`config.mk`:
```
export PLATFORM = sky130hd
export DESIGN_NAME = xp_crosspoint_ctrl
export DESIGN_NICKNAME = d
export VERILOG_FILES = /design/src/xp_pkg.sv /design/src/xp_pins_if.sv /design/src/xp_pin_front.sv /design/src/xp_crosspoint_ctrl.sv
export SDC_FILE = /design/constraint.sdc
export NUM_CORES = 2
export LEC_CHECK = 0
export ABC_AREA = 1
export BUFFER_PORTS_ARGS = -buffer_cell sky130_fd_sc_hd__buf_2
export CAP_MARGIN = 20
export CORE_MARGIN = 2
export CORE_UTILIZATION = 50
export CTS_CLUSTER_SIZE = 8
export DETAILED_ROUTE_END_ITERATION = 8
export PLACE_DENSITY_LB_ADDON = 0.05
export SLEW_MARGIN = 20
export SYNTH_ARGS = -nofsm -noshare
export SYNTH_HDL_FRONTEND = slang
export SYNTH_SLANG_ARGS = --single-unit
```
`constraint.sdc`:
```
create_clock -name clk -period 2.35 [get_ports clk]
set_input_delay 0 -clock clk [delete_from_list [all_inputs] [get_ports clk]]
set_output_delay 0 -clock clk [all_outputs]
set_load 0.01 [all_outputs]
```
`src/xp_pkg.sv`:
```
// Shared constants and state types for the crosspoint serial control block
package xp_pkg;

  // ****************************************
  // Array geometry and serial word layout
  // ****************************************
  localparam int NUM_OUT = 32;
  localparam int NUM_IN = 32;
  localparam int SRC_W = 5;
  localparam int FIELD_W = 6;
  localparam int WORD_BITS = 193;
  localparam int CLAMP_POS = 192;
  localparam int ON_POS = 5;
  localparam int SRC_POS = 0;
  localparam int SYNC_STAGES = 2;

  // ****************************************
  // Register map (byte addresses)
  // ****************************************
  localparam int ADDR_W = 4;
  localparam logic [3:0] STATUS_OFF = 4'h0;
  localparam logic [3:0] ROUTE_SEL_OFF = 4'h4;
  localparam logic [3:0] ROUTE_DATA_OFF = 4'h8;
  localparam int STATUS_CLAMP_POS = 0;
  localparam int STATUS_SEL_POS = 1;
  localparam int STATUS_COUNT_POS = 8;
  localparam int ROUTE_STAGED_POS = 8;
  localparam logic [1:0] RESP_OKAY = 2'h0;
  localparam logic [1:0] RESP_SLVERR = 2'h2;
  localparam logic [7:0] COUNT_MAX = 8'hFF;
  localparam logic [4:0] ROUTE_SEL_RESET = 5'h00;

  // ****************************************
  // State types
  // ****************************************
  typedef struct packed {
    logic sclk1;
    logic sclk2;
    logic sclk3;
    logic sdi1;
    logic sdi2;
    logic csN1;
    logic csN2;
    logic updN1;
    logic updN2;
    logic [NUM_IN-1:0] main1;
    logic [NUM_IN-1:0] main2;
    logic [NUM_OUT-1:0] ovl1;
    logic [NUM_OUT-1:0] ovl2;
    logic [NUM_OUT-1:0] sel1;
    logic [NUM_OUT-1:0] sel2;
  } xp_front_t;

  typedef struct packed {
    logic [WORD_BITS-1:0] shiftReg;
    logic [WORD_BITS-1:0] active;
    logic [NUM_OUT-1:0] outData;
    logic [NUM_OUT-1:0] outEn;
    logic sdo;
    logic clampOn;
    logic [7:0] bitCount;
    logic [SRC_W-1:0] routeSel;
    logic awready;
    logic wready;
    logic bvalid;
    logic [1:0] bresp;
    logic arready;
    logic rvalid;
    logic [31:0] rdata;
    logic [1:0] rresp;
  } xp_core_t;

endpackage

```
`src/xp_pins_if.sv`:
```
// Synchronised pin levels passed from the pin front end to the control core
`timescale 1ns/1ns
`default_nettype none
interface xp_pins_if;
  logic sclkRise;
  logic sdi;
  logic selN;
  logic applyN;
  logic [xp_pkg::NUM_IN-1:0] mainIn;
  logic [xp_pkg::NUM_OUT-1:0] ovlIn;
  logic [xp_pkg::NUM_OUT-1:0] ovlSel;

  modport front (
    output sclkRise, sdi, selN, applyN, mainIn, ovlIn, ovlSel
  );
  modport core (
    input sclkRise, sdi, selN, applyN, mainIn, ovlIn, ovlSel
  );
endinterface
`default_nettype wire

```
`src/xp_pin_front.sv`:
```
// Two-stage synchronisers for every pin and serial clock edge detection
`timescale 1ns/1ns
`default_nettype none
module xp_pin_front (
  // Clock and reset
  input wire logic clk,
  input wire logic resetn,
  // Raw pins
  input wire logic serialClk,
  input wire logic serialIn,
  input wire logic selectN,
  input wire logic applyN,
  input wire logic [xp_pkg::NUM_IN-1:0] mainInput,
  input wire logic [xp_pkg::NUM_OUT-1:0] overlayInput,
  input wire logic [xp_pkg::NUM_OUT-1:0] overlaySelect,
  // Synchronised side
  xp_pins_if.front pins
);
  xp_pkg::xp_front_t q;
  xp_pkg::xp_front_t d;

  always_comb begin
    d = q;
    d.sclk1 = serialClk;
    d.sclk2 = q.sclk1;
    d.sclk3 = q.sclk2;
    d.sdi1 = serialIn;
    d.sdi2 = q.sdi1;
    d.csN1 = selectN;
    d.csN2 = q.csN1;
    d.updN1 = applyN;
    d.updN2 = q.updN1;
    d.main1 = mainInput;
    d.main2 = q.main1;
    d.ovl1 = overlayInput;
    d.ovl2 = q.ovl1;
    d.sel1 = overlaySelect;
    d.sel2 = q.sel1;
  end

  // Deselect and no-apply are the safe levels held during reset
  always_ff @(posedge clk or negedge resetn) begin
    if (!resetn) begin
      q <= '0;
      q.csN1 <= 1'b1;
      q.csN2 <= 1'b1;
      q.updN1 <= 1'b1;
      q.updN2 <= 1'b1;
    end else begin
      q <= d;
    end
  end

  // Data is taken at the same stage as the edge so the two stay aligned
  assign pins.sclkRise = q.sclk2 & ~q.sclk3;
  assign pins.sdi = q.sdi2;
  assign pins.selN = q.csN2;
  assign pins.applyN = q.updN2;
  assign pins.mainIn = q.main2;
  assign pins.ovlIn = q.ovl2;
  assign pins.ovlSel = q.sel2;
endmodule
`default_nettype wire

```
`src/xp_crosspoint_ctrl.sv`:
```
// Crosspoint serial control core: two-rank routing latches, overlay muxes and AXI4-Lite view
//
// Our own choices: the address map and the AXI4-Lite slave port.
`timescale 1ns/1ns
`default_nettype none
module xp_crosspoint_ctrl (
  // Clock and reset
  input wire logic clk,
  input wire logic resetn,
  // Serial programming pins
  input wire logic serialClk,
  input wire logic serialIn,
  input wire logic selectN,
  input wire logic applyN,
  output logic serialOut,
  // Signal path
  input wire logic [xp_pkg::NUM_IN-1:0] mainInput,
  input wire logic [xp_pkg::NUM_OUT-1:0] overlayInput,
  input wire logic [xp_pkg::NUM_OUT-1:0] overlaySelect,
  output logic [xp_pkg::NUM_OUT-1:0] outData,
  output logic [xp_pkg::NUM_OUT-1:0] outEn,
  output logic clampOn,
  // AXI4-Lite write address and data
  input wire logic [xp_pkg::ADDR_W-1:0] s_axi_awaddr,
  input wire logic s_axi_awvalid,
  output logic s_axi_awready,
  input wire logic [31:0] s_axi_wdata,
  input wire logic [3:0] s_axi_wstrb,
  input wire logic s_axi_wvalid,
  output logic s_axi_wready,
  // AXI4-Lite write response
  output logic [1:0] s_axi_bresp,
  output logic s_axi_bvalid,
  input wire logic s_axi_bready,
  // AXI4-Lite read
  input wire logic [xp_pkg::ADDR_W-1:0] s_axi_araddr,
  input wire logic s_axi_arvalid,
  output logic s_axi_arready,
  output logic [31:0] s_axi_rdata,
  output logic [1:0] s_axi_rresp,
  output logic s_axi_rvalid,
  input wire logic s_axi_rready
);
  // ****************************************
  // Pin front end
  // ****************************************
  // Every pin crosses two flops; pin-to-output latency is about three clocks
  xp_pins_if pins ();

  xp_pin_front u_front (
    .clk(clk),
    .resetn(resetn),
    .serialClk(serialClk),
    .serialIn(serialIn),
    .selectN(selectN),
    .applyN(applyN),
    .mainInput(mainInput),
    .overlayInput(overlayInput),
    .overlaySelect(overlaySelect),
    .pins(pins)
  );

  xp_pkg::xp_core_t q;
  xp_pkg::xp_core_t d;

  // ****************************************
  // Next state
  // ****************************************
  always_comb begin
    int base;
    logic [xp_pkg::SRC_W-1:0] src;
    logic routed;
    base = 0;
    src = '0;
    routed = 1'b0;
    d = q;

    // ****************************************
    // Staging rank
    // ****************************************
    // Shift only while selected, on a serial clock rise
    if (!pins.selN && pins.sclkRise) begin
      d.shiftReg = {q.shiftReg[xp_pkg::WORD_BITS-2:0], pins.sdi};
      if (q.bitCount != xp_pkg::COUNT_MAX) begin
        d.bitCount = q.bitCount + 8'h01;
      end
    end
    if (pins.selN) begin
      d.bitCount = '0;
    end
    d.sdo = d.shiftReg[xp_pkg::WORD_BITS-1];

    // ****************************************
    // Active rank
    // ****************************************
    // Transparent while apply and select are both low, so a low apply during
    // shifting drags the routing through every partial word
    if (!pins.selN && !pins.applyN) begin
      d.active = d.shiftReg;
    end // otherwise held

    d.clampOn = d.active[xp_pkg::CLAMP_POS];

    // ****************************************
    // Output decode and overlay mux
    // ****************************************
    // A disabled output still carries the mux value; only its enable matters
    for (int k = 0; k < xp_pkg::NUM_OUT; k++) begin
      base = k * xp_pkg::FIELD_W;
      src = d.active[base + xp_pkg::SRC_POS +: xp_pkg::SRC_W];
      routed = pins.mainIn[src];
      d.outData[k] = pins.ovlSel[k] ? pins.ovlIn[k] : routed;
      d.outEn[k] = d.active[base + xp_pkg::ON_POS];
    end

    // ****************************************
    // AXI4-Lite write
    // ****************************************
    // Address and data are taken together; a pending response blocks the next write
    if (q.bvalid && s_axi_bready) begin
      d.bvalid = 1'b0;
    end
    if (q.awready) begin
      d.awready = 1'b0;
      d.wready = 1'b0;
      d.bvalid = 1'b1;
      d.bresp = xp_pkg::RESP_OKAY;
      unique case (s_axi_awaddr)
        xp_pkg::ROUTE_SEL_OFF: begin
          if (s_axi_wstrb[0]) begin
            d.routeSel = s_axi_wdata[xp_pkg::SRC_W-1:0];
          end
        end
        xp_pkg::STATUS_OFF, xp_pkg::ROUTE_DATA_OFF: begin
          d.bresp = xp_pkg::RESP_OKAY;
        end
        default: begin
          d.bresp = xp_pkg::RESP_SLVERR;
        end
      endcase
    end else if (!q.bvalid && s_axi_awvalid && s_axi_wvalid) begin
      d.awready = 1'b1;
      d.wready = 1'b1;
    end

    // ****************************************
    // AXI4-Lite read
    // ****************************************
    // Unmapped reads return zero data with an error response
    if (q.rvalid && s_axi_rready) begin
      d.rvalid = 1'b0;
    end
    if (q.arready) begin
      d.arready = 1'b0;
      d.rvalid = 1'b1;
      d.rdata = '0;
      d.rresp = xp_pkg::RESP_OKAY;
      base = int'(q.routeSel) * xp_pkg::FIELD_W;
      unique case (s_axi_araddr)
        xp_pkg::STATUS_OFF: begin
          d.rdata[xp_pkg::STATUS_CLAMP_POS] = q.clampOn;
          d.rdata[xp_pkg::STATUS_SEL_POS] = ~pins.selN;
          d.rdata[xp_pkg::STATUS_COUNT_POS +: 8] = q.bitCount;
        end
        xp_pkg::ROUTE_SEL_OFF: begin
          d.rdata[xp_pkg::SRC_W-1:0] = q.routeSel;
        end
        xp_pkg::ROUTE_DATA_OFF: begin
          d.rdata[xp_pkg::FIELD_W-1:0] = q.active[base +: xp_pkg::FIELD_W];
          d.rdata[xp_pkg::ROUTE_STAGED_POS +: xp_pkg::FIELD_W] =
            q.shiftReg[base +: xp_pkg::FIELD_W];
        end
        default: begin
          d.rresp = xp_pkg::RESP_SLVERR;
        end
      endcase
    end else if (!q.rvalid && s_axi_arvalid) begin
      d.arready = 1'b1;
    end
  end

  // ****************************************
  // State register
  // ****************************************
  // Reset clears both ranks, so every output comes up released
  always_ff @(posedge clk or negedge resetn) begin
    if (!resetn) begin
      q <= '0;
      q.routeSel <= xp_pkg::ROUTE_SEL_RESET;
    end else begin
      q <= d;
    end
  end

  // ****************************************
  // Outputs
  // ****************************************
  assign serialOut = q.sdo;
  assign outData = q.outData;
  assign outEn = q.outEn;
  assign clampOn = q.clampOn;
  assign s_axi_awready = q.awready;
  assign s_axi_wready = q.wready;
  assign s_axi_bresp = q.bresp;
  assign s_axi_bvalid = q.bvalid;
  assign s_axi_arready = q.arready;
  assign s_axi_rdata = q.rdata;
  assign s_axi_rresp = q.rresp;
  assign s_axi_rvalid = q.rvalid;
endmodule
`default_nettype wire

```
## Word level (Yosys, flattened, before mapping)

Index checks and enable logic that the tools add are counted.

| storage, ports and cells | value |
|---|---|
| bits in registers | 689 |

| operators by class | value |
|---|---|
| add/subtract/negate cells | 1 |
| multiply operators | 1 |
| order comparisons | 32 |
| equality and inequality tests | 5 |
| shift operators | 2 |
| muxes and demuxes | 116 |
| bitwise gates (word level) | 3 |
| reduce and logical (&&, ||, !) cells | 22 |

Operator list:

| cell | count |
|---|---|
| two-way mux 193 bit | 2 |
| indexed part select 193 x 9 -> 6 bit | 2 |
| < comparator 5 x 6 -> 1 bit (second input constant) | 32 |
| binary-select mux 1 bit (select 5 bit) | 32 |
| two-way mux 1 bit | 69 |
| two-way mux 35 bit | 1 |
| two-way mux 8 bit | 3 |
| case mux 6 bit (2 select lines) | 1 |
| two-way mux 2 bit | 5 |
| nonzero test 2 bit | 5 |
| adder 8 x 1 -> 8 bit (second input constant) | 1 |
| equality test 4 x 3 -> 1 bit (second input constant) | 2 |
| equality test 4 bit (second input constant) | 2 |
| logical NOT 4 bit | 2 |
| inequality test 8 bit (second input constant) | 1 |
| logical AND 1 bit | 7 |
| multiplier 5 x 2 -> 7 bit (second input constant) | 1 |
| case mux 2 bit (3 select lines) | 1 |
| case mux 3 bit (2 select lines) | 1 |
| OR reduction 3 bit | 2 |
| logical NOT 1 bit | 4 |
| two-way mux 3 bit | 1 |
| AND reduction 3 bit | 1 |
| inverter 1 bit | 2 |
| other kinds (2) | 2 |

## Longest topological paths before layout

| depth | value |
|---|---|
| depth in word-level cells | 8 |
| gate-level depth with buffers | 15 |
| mapped depth without buffers | 13 |

## Cells and area by module

From an unflattened synthesis, not the netlist that was laid out.

| second synthesis, totals | value |
|---|---|
| cells, all modules | 5602 |
| area total of the unflattened synthesis | 39342.7 µm² |

Modules (own cells, without submodules):

| module | instances | cells an instance | area each (µm²) | sequential area each (µm²) |
|---|---|---|---|---|
| xp_crosspoint_ctrl | 1 | 5303 | 33577.2 | 11310.8 |
| xp_pin_front | 1 | 299 | 5765.5 | 5034.8 |

## Worst setup path after synthesis

Ideal clock, no wire load.

| timing path | value |
|---|---|
| kind | flip-flop to flip-flop |
| start | reg u_front.q, in the netlist u_front.pins.selN |
| end | reg q, in the netlist outData[11] |
| library setup time | 117 ps |
| arrival | 1869 ps |
| required time | 2233 ps |
| path slack | 364 ps |
| stages on the path, launching flop included | 15 |
| buffers on the path | 4 |
| period minus slack after synthesis | 1986 ps |
| path through | dfstp_2 -> nor2_2 -> buf_6 -> buf_6 -> or2_0 -> buf_2 -> nand2_4 -> buf_6 -> nand2_1 -> nand3_1 -> nand3_1 -> nand3_1 -> nand3_1 -> nand3_1 -> nand2_1 |

RTL lines:

| item | line | RTL |
|---|---|---|
| from (decl) | xp_pin_front.sv:19 | `xp_pkg::xp_front_t q;` |
| to (decl) | xp_crosspoint_ctrl.sv:63 | `xp_pkg::xp_core_t q;` |

## Worst setup path after layout

| timing path | value |
|---|---|
| start | reg q[41] (netlist name) |
| end | reg q, in the netlist s_axi_rdata[9] |

| on the way | value |
|---|---|
| word-level cells in the longest chain between the ends | 3 |

RTL lines:

| item | line | RTL |
|---|---|---|
| multiplier 5 x 2 -> 7 bit | xp_crosspoint_ctrl.sv:158 | `base = int'(q.routeSel) * xp_pkg::FIELD_W;` |
| indexed part select 193 x 9 -> 6 bit | xp_crosspoint_ctrl.sv:171 | `q.shiftReg[base +: xp_pkg::FIELD_W];` |
| case mux 6 bit (2 select lines) | xp_crosspoint_ctrl.sv:159 | `unique case (s_axi_araddr)` |

No other way between the ends.
A chain may end at the register's enable or synchronous reset.

==> results.md <==
* Wirelength per Cell at 23.39 um
* Clock Path Buffers at 3
* Antenna Nets Post-Route at 0
* Hold Path Depth at 2
* Critical path's slowest cell: dfrtp_4
* Initial core utilization at 50.65%
* Hold slack final at roughly 0.0097 ns
* CTS sink cnt at 653
* Share of total power in combinational logic at 22.6%
* Failing checks: setup timing
* DR iter-0 viols at approximately 6200
* Number of synthesized register bits at 653
* Clk Latency, worst-skew pair at 0.66 ns
* Hold Path Class: input port to flip-flop
* CP Max Fanout at 14
* Via count at roughly 42000
* Setup slack at placement at -0.03908 ns
* Required @ worst endpoint at 2.88 ns
* WS Path Type: flip-flop to flip-flop
* Layout area overhead at 30.08%
* Psw at 9.772 mW
* Syn Area/Cell at slightly above 7 um^2
* Hold Crit Start: overlayInput[13]
* Critical-path cell list: inv_8 > buf_4 > buf_4 > o21ai_0 > o221ai_2 > nand3_1 > nand3_1 > nand3_1 > a31oi_1
* I/O pin cnt at 258
* GRT overflow at 0
* Hold Path End: u_front.d[77]$_DFF_PN0_
* Layout Skew at 0.03618 ns
* Pin count of the biggest net entering global routing at 92
* Switch share at a little over 30%
* CTS Buf Count at between 90 and 100
* Most frequent cells in the layout: nand2_1 (1632), nand3_1 (1179), dfrtp_1 (645)
* Final-report hold violation count at 0
* Global-route wire length before repair at around 240 mm
* Max-cap viol count at 0
* DRC at 0
* Pwr Density at 624.5 nW/um^2
* Tmin final at 2.388 ns
* RSZ-0062 raised after global routing: yes
* Sequential area share after synthesis at 42.35%
* FP Rows at 101
* Flop pwr share at 38.6%
* Mapped cell area at 38590 um^2
* RD Place Congestion at slightly below 1
* Final setup fails at 6
* TritonRoute pass-1 iters at 7
* IO buf count at 207
* Vias per cell at just under 6
* Fillers at 6585
* Final worst slack at -0.03790 ns
* Critical path's top delay family: compound AO/OA/AOI/OAI gates
* Post-Syn Instances at 5358
* Antenna violations before repair at 4
* Die width at 281.8 um
* P_int at 21.58 mW
* WP buf/inv at 3
* Status: finished, violations left
* Clock-pin slew on the worst setup and hold paths at roughly 0.050 ns
* Number of synthesis warnings at 0
* CTS tree: yes
* Netlist cell types at 42
* Core area at about 76000 um^2
* Most common cell after layout, fill and taps aside: nand2_1
* Nets at 6137
* RR Startpoint: q[41]$_DFFE_PN0P_
* R2r endpoint: s_axi_rdata[9]$_DFFE_PN0P_
* CTS Root Cell: clkbuf_16
* VDD IR max at 0.6140 mV
* Most frequent CP cell: nand3_1
* Setup TNS at -0.09974 ns
* Least-Margin Pin Slew at between 0.7 and 0.8 ns
* Die height at 281.8 um
* Die area at ~79000 um^2
* Clock power frac at 38.7%
* Fin crit share at 101.6%
* CTS H-tree lvls at 3
* GRT Total Usage at between 40 and 50%
* Worst path max stage delay at 0.48 ns
* R2R Setup Slk at -0.04 ns
* Dpl cells at approximately 6600
* Max_slew headroom at between 50% and 60%
* Share of cells above drive strength 1 at 21.88%
* Non-Filler Instances at 7041
* Critical path startpoint category: flip-flop
* CP arrival at 2.91 ns
* DP HPWL at approximately 100 mm
* Final Max Slew Viols at 0
* Vias in the first global route at 38490
* CP endpoint kind: flip-flop
* Lkg Pwr at 24.08 nW
* Max frequency at approximately 420 MHz
* Worst R2R Path Depth at 9
* Detailed Route WL at ~160 mm
[repair_timing]
item,4_1_cts,5_1_grt
pin swaps,7,103
hold endpoints to repair,652,0
setup buffers,11,33
gates resized for setup,39,351
gates cloned,5,31
hold buffers,211,0
setup endpoints to repair,10,40
[synth_stat cells (all sizes together)]
cell	n	share of area [%]
o31ai	2	0.039
or2	57	0.92
conb	1	0.0097
dfrtp	649	42
and3	1	0.016
nand3	1318	18
nor2	208	2.0
o221ai	48	1.1
a21oi	64	0.83
clkbuf	134	1.3
o221a	1	0.029
dfstp	4	0.27
inv	310	3.0
o211ai	2	0.039
o21ai	344	5.0
nand4	34	0.62
nand2	1772	18
buf	341	6.0
o22ai	26	0.42
a31oi	37	0.60
ha	1	0.032
nor3	3	0.039
a32o	1	0.026
[cell families after synthesis]
group | after synthesis | share of synthesized area (%)
AO/OA/AOI/OAI | 525 | 8.089
AND/OR/NAND/NOR | 3393 | 39.23
adder cells (fa/ha/maj) | 1 | 0.03241
flip-flops | 653 | 42.35
other | 1 | 0.009716
buffers and inverters | 785 | 10.29
[power by group through the flow]
stage	Clock, mW	Sequential (mW)	Combinational (mW)
finish	12.1	12.1	7.10
global route	12.7	12.1	7.59
CTS	12.3	12.1	6.58
detailed placement	0	12.3	6.21
global placement	0	12.3	6.18
floorplan	0	12.1	3.80
[worst max-delay path by stage]
| stage | slack, ns | startpoint | depth (start not counted) | endpoint |
|---|---|---|---|---|
| 3_5_place_dp | -0.04 | q[41]$_DFFE_PN0P_ | 9 | s_axi_rdata[9]$_DFFE_PN0P_ |
| 4_1_cts | -0.01 | u_front.pins.selN$_DFF_PN1_ | 15 | outData[31]$_DFF_PN0_ |
| 3_3_place_gp | -0.02 | q[41]$_DFFE_PN0P_ | 9 | s_axi_rdata[9]$_DFFE_PN0P_ |
| 6_report | -0.04 | q[41]$_DFFE_PN0P_ | 9 | s_axi_rdata[9]$_DFFE_PN0P_ |
| 2_1_floorplan | 0.36 | u_front.pins.selN$_DFF_PN1_ | 14 | outData[11]$_DFF_PN0_ |
| 5_1_grt | -0.09 | q[41]$_DFFE_PN0P_ | 13 | s_axi_rdata[4]$_DFFE_PN0P_ |
[final cells by class]
cell class | count | area [um^2] | share of cell area, %
multi-input combinational | 3963 | 19850 | 39.53
sequential | 653 | 16350 | 32.57
timing repair buffer | 964 | 8984 | 17.89
clock buffer | 114 | 2436 | 4.853
tap | 1030 | 1289 | 2.567
inverter | 310 | 1229 | 2.447
clock inverter | 5 | 58.81 | 0.1171
timing repair inverter | 1 | 5.005 | 0.009969
antenna | 1 | 2.502 | 0.004985
[routing by layer]
layer / track usage, % / up-vias / part of all wire (%)
met5: 0 / - / 0.016
met1: 57.09 / 19760 / 40
met2: 58.39 / 2811 / 42
met3: 11.34 / 546 / 14
li1: - / 18860 / -
met4: 15.48 / 4 / 4.5
[per-stage QoR]
step | instance area (um^2) | total power [mW] | util (%)
after CTS | 48270 | 30.92 | 63.35
final | 50200 | 31.35 | 65.88
after floorplan | 38670 | 15.93 | -
after global routing | 50200 | 32.47 | 65.88
after global placement | 43280 | 18.43 | 56.80
after detailed placement | 43280 | 18.47 | 56.80
[flip-flops by register name, indices dropped and copies added, names as in the netlist, 14 cells and up]
name,flops
outData,32
outEn,31
q,367
s_axi_rdata,14
u_front.d,101
u_front.pins.mainIn,32
u_front.pins.ovlIn,32
u_front.pins.ovlSel,32
Note: power is estimated with default switching activity, not from simulation.
